File: src/hw/dmc_pkg.sv
package dmc_pkg;

  // Command codes seen on either port
  localparam logic [7:0] CMD_OWN_STATUS   = 8'hD7;
  localparam logic [7:0] CMD_TAKE_OVER    = 8'hD8;
  localparam logic [7:0] CMD_CLEAR_FAULTS = 8'h03;
  localparam logic [7:0] CMD_STATUS_WORD  = 8'h79;

  // Ownership status byte layout, one nibble per port
  localparam int         PORT_NIBBLE      = 4;
  localparam int         BIT_CMD_ERR      = 3;
  localparam int         BIT_ALERT_EN     = 2;
  localparam int         BIT_REQUESTED    = 1;
  localparam int         BIT_HOLDS        = 0;
  localparam logic [7:0] OWN_STATUS_RESET = 8'h01;

  // Width of the live supply status vector (standard and maker-specific)
  localparam int         STAT_W           = 16;
  localparam logic [15:0] STAT_ZERO       = 16'h0000;

  // Per-port decoded transaction from the serial front end
  typedef struct packed {
    logic       valid;    // One-cycle pulse: command complete
    logic       rd;       // Read transaction
    logic [7:0] code;     // Command code
    logic       pec_ok;   // Trailing PEC checked good
    logic       wr_open;  // Control transaction open, drops at STOP
  } dmc_req_t;

  // Per-port answer to the serial front end
  typedef struct packed {
    logic       rd_valid;   // Local read data ready
    logic [7:0] rd_data;
    logic       exec;       // Pass command to the supply core
    logic       exec_rd;
    logic [7:0] exec_code;
    logic       stretch;    // Hold the clock low
  } dmc_rsp_t;

  typedef enum logic {
    XF_IDLE = 1'b0,
    XF_WAIT = 1'b1
  } dmc_xfer_t;

endpackage

File: src/hw/dmc_arbiter.sv
// How it works
// - Two independent ports, each with its own decode and Alert# output.
// - Either host may claim authority when idle; a dead host cannot block.
// - Ownership status byte at 0xD7 readable from either port any time.
// - Clock is stretched on any transaction while the core is busy.
// - Port 1 flags in bits 7..4, port 0 in 3..0; only bit 0 resets high.
// - Ownership status returns to default on bias (power-on) reset.
// - Non-owner may only execute take-over and clear-faults writes.
// - Take-over at 0xD8 moves authority to the port it arrived on.
// - Transfer waits until the owner's control transaction ends with STOP.
// - An owner busy only reading does not delay the transfer.
// - Reads on both ports are served in the same cycle.
// - Take-over acts only after its PEC byte has checked good.
// - After a transfer both Alert# lines assert.
// - Supply fault registers clear only on clear-faults from the owner.
// - Status latches only in a final state, raising Alert# until cleared.
// - Further changes are OR-ed into the latched set, never removed.
// - External faults raise no fault indicator, pin or alarm.
// - Power-up raises a notification, cleared by the owner's status read or clear-faults.
// - Any change in the status bits outside ext_mask raises Alert# in a final state.
// - Each Alert# combines the supply alert and that port's selector alert.
`timescale 1ns/1ps

module dmc_arbiter (
  // System
  input  wire logic                           clk_sys,
  input  wire logic                           reset,
  // Serial front ends, index is port number
  input  wire dmc_pkg::dmc_req_t [1:0]        port_req,
  output dmc_pkg::dmc_rsp_t [1:0]             port_rsp,
  // Alert# pins, open drain
  output logic [1:0]                          alert_out,
  output logic [1:0]                          alert_oe_n,
  // Supply core
  input  wire logic                           core_busy,
  input  wire logic [dmc_pkg::STAT_W-1:0]     status_live,
  input  wire logic [dmc_pkg::STAT_W-1:0]     ext_mask,
  input  wire logic                           final_state,
  output logic                                fault_clear,
  output logic                                alarm,
  output logic [dmc_pkg::STAT_W-1:0]          notif,
  output logic                                owner
);

  dmc_pkg::dmc_xfer_t        xfer_state;
  dmc_pkg::dmc_xfer_t        next_xfer_state;
  logic [1:0]                req_flag;
  logic [1:0]                err_flag;
  logic [1:0]                sel_alert;
  logic [1:0]                take_ok;
  logic [1:0]                clr_cmd;
  logic [1:0]                bad_cmd;
  logic [1:0]                fwd_cmd;
  logic [1:0]                own_stat_rd;
  logic [7:0]                own_status;
  logic [dmc_pkg::STAT_W-1:0] stat_ref;
  logic [dmc_pkg::STAT_W-1:0] stat_change;
  logic                      pwr_note;
  logic                      xfer_go;
  logic                      owner_clr;
  logic                      fault_alert;

  // Holds-control flags come from one register, so they can never both be set
  always_comb begin
    own_status = '0;
    own_status[dmc_pkg::BIT_HOLDS]                            = ~owner;
    own_status[dmc_pkg::PORT_NIBBLE + dmc_pkg::BIT_HOLDS]     = owner;
    own_status[dmc_pkg::BIT_REQUESTED]                        = req_flag[0];
    own_status[dmc_pkg::PORT_NIBBLE + dmc_pkg::BIT_REQUESTED] = req_flag[1];
    own_status[dmc_pkg::BIT_ALERT_EN]                         = sel_alert[0];
    own_status[dmc_pkg::PORT_NIBBLE + dmc_pkg::BIT_ALERT_EN]  = sel_alert[1];
    own_status[dmc_pkg::BIT_CMD_ERR]                          = err_flag[0];
    own_status[dmc_pkg::PORT_NIBBLE + dmc_pkg::BIT_CMD_ERR]   = err_flag[1];
  end

  // Per-port decode; nothing here looks at the other port's lines
  for (genvar p = 0; p < 2; p++) begin : g_port
    logic write_now;
    logic is_owner;
    logic is_take;
    logic is_clr;

    always_comb begin
      write_now      = port_req[p].valid & ~port_req[p].rd;
      is_owner       = (owner == 1'(p));
      is_take        = write_now & (port_req[p].code == dmc_pkg::CMD_TAKE_OVER);
      is_clr         = write_now & (port_req[p].code == dmc_pkg::CMD_CLEAR_FAULTS);
      take_ok[p]     = is_take & port_req[p].pec_ok & ~is_owner;
      clr_cmd[p]     = is_clr;
      bad_cmd[p]     = (is_take & ~port_req[p].pec_ok) | (write_now & ~is_owner & ~is_take & ~is_clr);
      own_stat_rd[p] = port_req[p].valid & port_req[p].rd & (port_req[p].code == dmc_pkg::CMD_OWN_STATUS);
      // Reads pass from both ports; writes only from the owner
      fwd_cmd[p]     = port_req[p].valid & (port_req[p].rd ? ~own_stat_rd[p] : (is_owner & ~is_take & ~is_clr));
    end

    always_ff @(posedge clk_sys) begin
      if (reset) begin
        port_rsp[p].rd_valid  <= 1'b0;
        port_rsp[p].rd_data   <= 8'h00;
        port_rsp[p].exec      <= 1'b0;
        port_rsp[p].exec_rd   <= 1'b0;
        port_rsp[p].exec_code <= 8'h00;
      end else begin
        port_rsp[p].rd_valid  <= own_stat_rd[p];
        port_rsp[p].exec      <= fwd_cmd[p];
        port_rsp[p].exec_rd   <= port_req[p].rd;
        port_rsp[p].exec_code <= port_req[p].code;
        if (own_stat_rd[p]) begin
          port_rsp[p].rd_data <= own_status;
        end
      end
    end

    // Stretch is a handshake term, combinational on purpose
    assign port_rsp[p].stretch = core_busy & (port_req[p].valid | port_req[p].wr_open);

    // Command error is sticky; a new error wins over the clear
    always_ff @(posedge clk_sys) begin
      if (reset) begin
        err_flag[p] <= 1'b0;
      end else if (bad_cmd[p]) begin
        err_flag[p] <= 1'b1;
      end else if (clr_cmd[p]) begin
        err_flag[p] <= 1'b0;
      end
    end

    // Selector alert: set on transfer, cleared by this port's own clear
    always_ff @(posedge clk_sys) begin
      if (reset) begin
        sel_alert[p] <= 1'b0;
      end else if (xfer_go) begin
        sel_alert[p] <= 1'b1;
      end else if (clr_cmd[p]) begin
        sel_alert[p] <= 1'b0;
      end
    end

    always_ff @(posedge clk_sys) begin
      if (reset) begin
        alert_oe_n[p] <= 1'b1;
      end else begin
        alert_oe_n[p] <= ~(fault_alert | sel_alert[p]);
      end
    end

    assign alert_out[p] = 1'b0;

  end

  // Ownership transfer; a read on the owner's port does not hold it back
  assign xfer_go = (xfer_state == dmc_pkg::XF_WAIT) & ~port_req[owner].wr_open;

  always_comb begin
    next_xfer_state = xfer_state;
    case (xfer_state)
      dmc_pkg::XF_IDLE: begin
        if (req_flag[~owner]) begin
          next_xfer_state = dmc_pkg::XF_WAIT;
        end
      end
      dmc_pkg::XF_WAIT: begin
        if (xfer_go) begin
          next_xfer_state = dmc_pkg::XF_IDLE;
        end
      end
      default: begin
        next_xfer_state = dmc_pkg::XF_IDLE;
      end
    endcase
  end

  always_ff @(posedge clk_sys) begin
    if (reset) begin
      xfer_state <= dmc_pkg::XF_IDLE;
    end else begin
      xfer_state <= next_xfer_state;
    end
  end

  // A bias reset gives ownership to port 0; each transfer flips it
  always_ff @(posedge clk_sys) begin
    if (reset) begin
      owner <= dmc_pkg::OWN_STATUS_RESET[dmc_pkg::BIT_HOLDS] ? 1'b0 : 1'b1;
    end else if (xfer_go) begin
      owner <= ~owner;
    end
  end

  always_ff @(posedge clk_sys) begin
    if (reset) begin
      req_flag <= 2'b00;
    end else if (xfer_go) begin
      req_flag <= 2'b00;
    end else begin
      req_flag <= req_flag | take_ok;
    end
  end

  // Notification latch
  assign owner_clr   = clr_cmd[owner];
  assign stat_change = (status_live ^ stat_ref) & ~ext_mask;
  assign fault_alert = pwr_note | (|notif);

  always_ff @(posedge clk_sys) begin
    if (reset) begin
      stat_ref <= dmc_pkg::STAT_ZERO;
    end else if (final_state) begin
      stat_ref <= status_live;
    end
  end

  // Changes seen in this cycle survive a clear arriving with them
  always_ff @(posedge clk_sys) begin
    if (reset) begin
      notif <= dmc_pkg::STAT_ZERO;
    end else if (owner_clr) begin
      notif <= final_state ? stat_change : dmc_pkg::STAT_ZERO;
    end else if (final_state) begin
      notif <= notif | stat_change;
    end
  end

  always_ff @(posedge clk_sys) begin
    if (reset) begin
      pwr_note <= 1'b1;
    end else if ((port_req[owner].valid & port_req[owner].rd &
                 (port_req[owner].code == dmc_pkg::CMD_STATUS_WORD)) | owner_clr) begin
      pwr_note <= 1'b0;
    end
  end

  always_ff @(posedge clk_sys) begin
    if (reset) begin
      fault_clear <= 1'b0;
      alarm       <= 1'b0;
    end else begin
      fault_clear <= owner_clr;
      alarm       <= |notif;
    end
  end

  logic past_wr_open;
  always_ff @(posedge clk_sys) begin
    past_wr_open <= port_req[owner].wr_open;
  end
endmodule

File: config.mk
export PLATFORM = sky130hd
export DESIGN_NAME = dmc_arbiter
export DESIGN_NICKNAME = d
export VERILOG_FILES = /design/src/hw/dmc_pkg.sv /design/src/hw/dmc_arbiter.sv
export SDC_FILE = /design/constraint.sdc
export NUM_CORES = 1
export LEC_CHECK = 0
export ABC_AREA = 1
export BUFFER_PORTS_ARGS = -buffer_cell sky130_fd_sc_hd__buf_2
export CORE_AREA = 2 2 86 121
export DETAILED_ROUTE_END_ITERATION = 6
export DIE_AREA = 0 0 88 123
export SLEW_MARGIN = 25
export SYNTH_ARGS = -nofsm -noshare
export SYNTH_HDL_FRONTEND = slang
export SYNTH_SLANG_ARGS = --single-unit
File: constraint.sdc
create_clock -name clk_sys -period 1.3 [get_ports clk_sys]
set_input_delay 0.13 -clock clk_sys [delete_from_list [all_inputs] [get_ports clk_sys]]
set_output_delay 0.13 -clock clk_sys [all_outputs]
set_load 0.005 [all_outputs]
After elaboration in Yosys (flattened, before gate mapping)
Index checks and enable logic that the tools add are counted.
- bits in registers: 83
- input bits: 60
- output and inout bits: 63
- logic and storage cells: 121
- $lt $le $gt $ge: 2
- eq/ne operators: 7
- muxes and demuxes: 20
- bitwise operators: 61
- reduce and logical (&&, ||, !) cells: 7
- operators by type and width (kind ; count):
    2-to-1 mux 16 bit ; 3
    AND 1 bit ; 33
    equality test 8 bit (second input constant) ; 4
    2-to-1 mux 12 bit ; 2
    AND 16 bit ; 1
    equality test 8 x 2 -> 1 bit (second input constant) ; 2
    inverter 16 bit ; 1
    OR 16 bit ; 1
    OR reduction 16 bit ; 1
    XOR 16 bit ; 1
    inverter 1 bit ; 15
    2-to-1 mux 1 bit ; 14
    nonzero test 2 bit ; 5
    equality test 8 x 7 -> 1 bit (second input constant) ; 1
    OR 1 bit ; 8
    < comparator 1 x 2 -> 1 bit (second input constant) ; 2
    OR 2 bit ; 1
    case mux 1 bit (2 select lines) ; 1
    OR reduction 2 bit ; 1

Longest topological paths before layout
- word-level depth: 8
- mapped depth: 8
- depth with buffers taken out: 8

Worst setup path after synthesis
Ideal clock, no wire load.
- kind: register to register
- start point: register owner
- end point: register notif[11] (netlist name)
- arrival: 0.911 ns
- required time: 1.161 ns
- setup slack: 0.249 ns
- stages on the path, launching flop included: 6
- buffers on the path: 1
- path through: dfxtp_1 o21bai_4 nand2_4 buf_6 nand2_2 a21oi_2
- longest elaborated chain between the ends: 3
- elaborated cells between the ends (all ways): 4
- those cells by class: 3 x mux; 1 x reduce/logical
- ends and longest elaborated chain (item ; RTL line ; text):
    from (decl) ; dmc_arbiter.sv:42 ; output logic owner
    from (signal assigned) ; dmc_arbiter.sv:184 ; owner <= dmc_pkg::OWN_STATUS_RESET[dmc_pkg::BIT_HOLDS] ? 1'b0 : 1'b1;
    from (signal assigned) ; dmc_arbiter.sv:186 ; owner <= ~owner;
    2-to-1 mux 1 bit (not written as such) * (2 in a row) ; dmc_arbiter.sv:201 ; assign owner_clr = clr_cmd[owner];
    2-to-1 mux 16 bit or nonzero test 2 bit (tied branches) ; n/a ;
    to (signal assigned) ; dmc_arbiter.sv:216 ; notif <= dmc_pkg::STAT_ZERO;
    to (signal assigned) ; dmc_arbiter.sv:218 ; notif <= final_state ? stat_change : dmc_pkg::STAT_ZERO;
    to (signal assigned) ; dmc_arbiter.sv:220 ; notif <= notif | stat_change;
    to (decl) ; dmc_arbiter.sv:41 ; output logic [dmc_pkg::STAT_W-1:0] notif,
Mark *: on every way between the ends. The rest lies on a longest branch, timed or not. The select of a mux whose other input is x is not followed.
A chain may end at the register's enable or synchronous reset.

Worst setup path in the final report
- start point: register owner
- end point: output port owner
No word-level cell between the ends.

==> impl_metrics.prom <==
# TYPE chip_impl_metric gauge
chip_impl_info{name="result_of_the_run",value="completed"} 1
chip_impl_metric{name="critical_path_arrival",unit="ns"} 1.03
chip_impl_metric{name="synthesis.area",unit="um^2"} 3308
chip_impl_metric{name="synth_sequential_area_ratio",unit="%"} 50.23
chip_impl_metric{name="grt_overflow",unit=""} 0
chip_impl_metric{name="clk-insertion-delay-late",unit="ns"} 0.33
chip_impl_metric{name="avg_synthesized_cell_area",unit="um^2"} 7.711
chip_impl_metric{name="postCtsHoldBufs",unit=""} 0
chip_impl_metric{name="core-area",unit="um^2"} 9738
chip_impl_metric{name="max_slew_margin",unit="%"} 64.82
chip_impl_metric{name="rows",unit=""} 43
chip_impl_info{name="hp-class",value="input port to register"} 1
chip_impl_metric{name="cts_buffers",unit=""} 9
chip_impl_metric{name="globalRouteMet3Util",unit="%"} 6.275
chip_impl_metric{name="flow.area_growth_from_synthesis",unit="%"} 32.98
chip_impl_metric{name="dpl.cell_count",unit=""} 680
chip_impl_metric{name="antenna_cells",unit=""} 0
chip_impl_metric{name="period_utilization_post_route",unit="%"} 89.60
chip_impl_metric{name="ys_seq_elements",unit=""} 83
chip_impl_metric{name="power.share.switching",unit="%"} 22.84
chip_impl_metric{name="synth_cells",unit=""} 429
chip_impl_metric{name="synth.lib_cells_used.distinct",unit=""} 30
chip_impl_metric{name="layout_min_cycle_time",unit="ns"} 1.165
chip_impl_metric{name="leakagePower",unit="nW"} 2.098
chip_impl_metric{name="initial_antenna_violation_count",unit=""} 1
chip_impl_metric{name="wl_per_cell",unit="um"} 12.63
chip_impl_metric{name="horizontal_extent_of_the_die",unit="um"} 88
chip_impl_metric{name="grt_pass1_vias",unit=""} 3078
chip_impl_metric{name="grt_usage",unit="%"} 16.58
chip_impl_metric{name="grt_use_met1",unit="%"} 17.49
chip_impl_metric{name="worstPathMaxFanout",unit=""} 8
chip_impl_metric{name="cellInternalPower",unit="mW"} 4.608
chip_impl_metric{name="worst_tran_pin_value",unit="ns"} 0.5270
chip_impl_metric{name="seq_power_share",unit="%"} 45.4
chip_impl_info{name="clock_tree.root_cell",value="clkbuf_16"} 1
chip_impl_metric{name="detailedRoute.firstIterationViolations",unit=""} 116
chip_impl_metric{name="drive_above_1_share",unit="%"} 31.43
chip_impl_metric{name="critical_path_buf_inv_count",unit=""} 2
chip_impl_metric{name="p_sw",unit="mW"} 1.364
chip_impl_info{name="worstSetupPathType",value="register to primary output"} 1
chip_impl_metric{name="cts_sinks",unit=""} 83
chip_impl_info{name="worstPathCellList",value="buf_4 -> buf_2"} 1
chip_impl_metric{name="setup-violations-final",unit=""} 0
chip_impl_info{name="grt_setup_unrepaired",value="no"} 1
chip_impl_metric{name="top_level_i_o_count",unit=""} 123
chip_impl_info{name="setup.worst_path.end_class",value="primary output"} 1
chip_impl_metric{name="detailed_place_hpwl",unit="mm"} 6.810
chip_impl_metric{name="report.final.slew_viol_count",unit=""} 0
chip_impl_metric{name="floorplan.initialDensity",unit="%"} 33.97
chip_impl_metric{name="die_area",unit="um^2"} 10820
chip_impl_metric{name="route.detailed.vias_per_inst",unit=""} 4.671
chip_impl_metric{name="met2_track_demand_over_resource",unit="%"} 29.73
chip_impl_info{name="cpMaxStageDelayCell",value="dfxtp_2"} 1
chip_impl_metric{name="placement.io_buffers",unit=""} 120
chip_impl_metric{name="pwr-share-comb",unit="%"} 9.3
chip_impl_metric{name="power.density",unit="nW/um^2"} 1357
chip_impl_metric{name="timing.critical_path.required",unit="ns"} 1.17
chip_impl_metric{name="drc_errors",unit=""} 0
chip_impl_info{name="worst_setup_path_start_kind",value="register"} 1
chip_impl_metric{name="post-cts-setup-buffer-count",unit=""} 0
chip_impl_info{name="family_with_the_most_delay_on_the_worst_path",value="flip-flops"} 1
chip_impl_metric{name="largest_net_degree_at_the_start_of_global_routing",unit=""} 43
chip_impl_metric{name="achievable-frequency",unit="MHz"} 858.5
chip_impl_metric{name="drt_pass1_iterations",unit=""} 5
chip_impl_metric{name="total_number_of_yosys_warnings",unit=""} 0
chip_impl_metric{name="final_antenna_net_count",unit=""} 0
chip_impl_metric{name="timing_hold_violations_final",unit=""} 0
chip_impl_metric{name="final_core_util",unit="%"} 45.18
chip_impl_metric{name="skew",unit="ns"} 0.004496
chip_impl_metric{name="max_cap_violation_count",unit=""} 0
chip_impl_metric{name="die-height",unit="um"} 123
chip_impl_metric{name="nNetsFinal",unit=""} 616
chip_impl_info{name="busiest_layer",value="met2"} 1
chip_impl_metric{name="grt_pass1_wl",unit="mm"} 13.78
chip_impl_metric{name="clock_tree.htree_level_count",unit=""} 3
chip_impl_metric{name="num_vias",unit=""} 3246
chip_impl_metric{name="gp_routability_congestion",unit=""} 0.7959
chip_impl_metric{name="max_stage_delay",unit="ns"} 0.40
chip_impl_metric{name="layout.cells.non_filler",unit=""} 695
chip_impl_metric{name="ctsLongestPathBuffers",unit=""} 2
chip_impl_info{name="cts_tree",value="done"} 1
chip_impl_metric{name="drt_wl_total",unit="mm"} 8.778
chip_impl_metric{name="p_clk_share",unit="%"} 45.3
chip_impl_metric{name="cts.clk_slew.worst_paths",unit="ns"} 0.06
chip_impl_metric{name="vdd_drop_max",unit="mV"} 0.6555
flip-flops by register name, summed over array words and instances (netlist names):
| register | cells |
|---|---|
| stat_ref | 16 |
| xfer_state | 1 |
| err_flag | 2 |
| alert_oe_n | 2 |
| own_status | 2 |
| owner | 1 |
| notif | 16 |
| req_flag | 2 |
| fault_clear | 1 |
| pwr_note | 1 |
| alarm | 1 |
| port_rsp | 38 |
power by group through the flow:
stage / Sequential [mW] / Combinational (mW) / Clock, mW
after floorplan: 2.77 / 0.281 / 0
after global placement: 2.76 / 0.551 / 0
after detailed placement: 2.77 / 0.561 / 0
after CTS: 2.71 / 0.564 / 2.77
after global routing: 2.72 / 0.636 / 2.86
final: 2.71 / 0.556 / 2.71
final timing paths:
| kind | from | endpoint | slack, ns | cells after the start |
|---|---|---|---|---|
| hold reg to reg | port_rsp[31] | port_rsp[31] | 0.45 | 2 |
| hold / removal | port_req[6] | port_rsp[5] | 0.04 | 3 |
| setup / recovery | owner | owner | 0.14 | 2 |
| setup reg to reg | owner | pwr_note | 0.16 | 7 |
synth_stat cells:
master    instances  area share [%]
o211ai_1          6             1.4
buf_6             1            0.34
or2_0             1            0.19
nor2_4            2            0.68
nand2_2          11             2.1
a211o_1          10             2.6
clkbuf_1          7            0.79
a21oi_1          29             4.4
buf_2             5            0.76
nor3_2            1            0.30
a21oi_2           8             2.1
nand2_4           1            0.34
o21ai_1          10             1.5
dfxtp_1          83              50
nor3_1            5            0.76
buf_4             2            0.45
o21ai_0          32             4.8
or2_2             1            0.19
nand2_1          67             7.6
nor2_2            2            0.38
nand3_1          12             1.8
nand4_1           6             1.1
nand3b_1          1            0.23
o31ai_1           1            0.23
nor2_1           84             9.5
conb_1            1            0.11
clkinv_1          1            0.11
o21bai_4          1            0.57
inv_1            36             4.1
inv_2             2            0.23
layout make-up:
cell class / count / area, um^2
tap: 135 / 168.9
inverter: 39 / 146.4
clock inverter: 5 / 77.57
clock buffer: 10 / 239.0
timing repair buffer: 130 / 675.6
fill: 1029 / 5339
multi-input combinational: 293 / 1429
sequential: 83 / 1663
worst register-to-register path, stage by stage (launching register included):
cell and delay [ns]:
dfxtp_2 0.40, inv_1 0.11, nor3_1 0.19, nand3_1 0.12, nand2_1 0.07, nor2_1 0.04
nand2_2 0.05, nand2_1 0.05
metrics by stage:
| stage | hold slack (ns) | setup WS, ns | instance area [um^2] | TNS (ns) | power [mW] |
|---|---|---|---|---|---|
| 3_3_place_gp | 0.3703 | 0.04775 | 4079 | 0 | 3.314 |
| 5_1_grt | 0.03548 | 0.007250 | 4399 | 0 | 6.223 |
| 4_1_cts | 0.01959 | 0.009301 | 4395 | 0 | 6.046 |
| 2_1_floorplan | 0.2370 | 0.2495 | 3312 | 0 | 3.050 |
| 3_5_place_dp | 0.3764 | -0.002144 | 4079 | -0.002144 | 3.329 |
| 6_report | 0.03608 | 0.1352 | 4399 | 0 | 5.972 |
cells in the final DEF (no fill, tap or decap), drive strengths merged:
cell,instances
nor2,88
a211o,10
o21ai,42
nand2,79
conb,2
dfxtp,83
nand3b,1
o211ai,6
o31ai,1
clkbuf,10
or2,2
clkinvlp,1
bufinv,2
nand3,12
o21bai,1
nor3,6
a21oi,37
clkinv,3
inv,38
nand4,6
buf,130
cell families (layout without fill, tap and decap cells):
kind of cell	count (synthesis)	after routing	share of synthesized area, %
compound gates	97	97	17.66
buf+inv	54	184	6.770
flops	83	83	50.23
other cells	1	2	0.1134
simple gates	194	194	25.23
repair_timing:
action,4_1_cts,5_1_grt
hold endpoints to repair,0,0
setup endpoints to repair,0,4
resized for setup,0,2
layer usage:
layer / wire length [um] / vias up / share of wire, %
met1: 3458 / 1485 / 39
met5: 13 / - / 0.15
met3: 702 / 14 / 8.0
met2: 4478 / 103 / 51
met4: 125 / 2 / 1.4
li1: - / 1642 / -
Power figures use the tool's default switching activity.
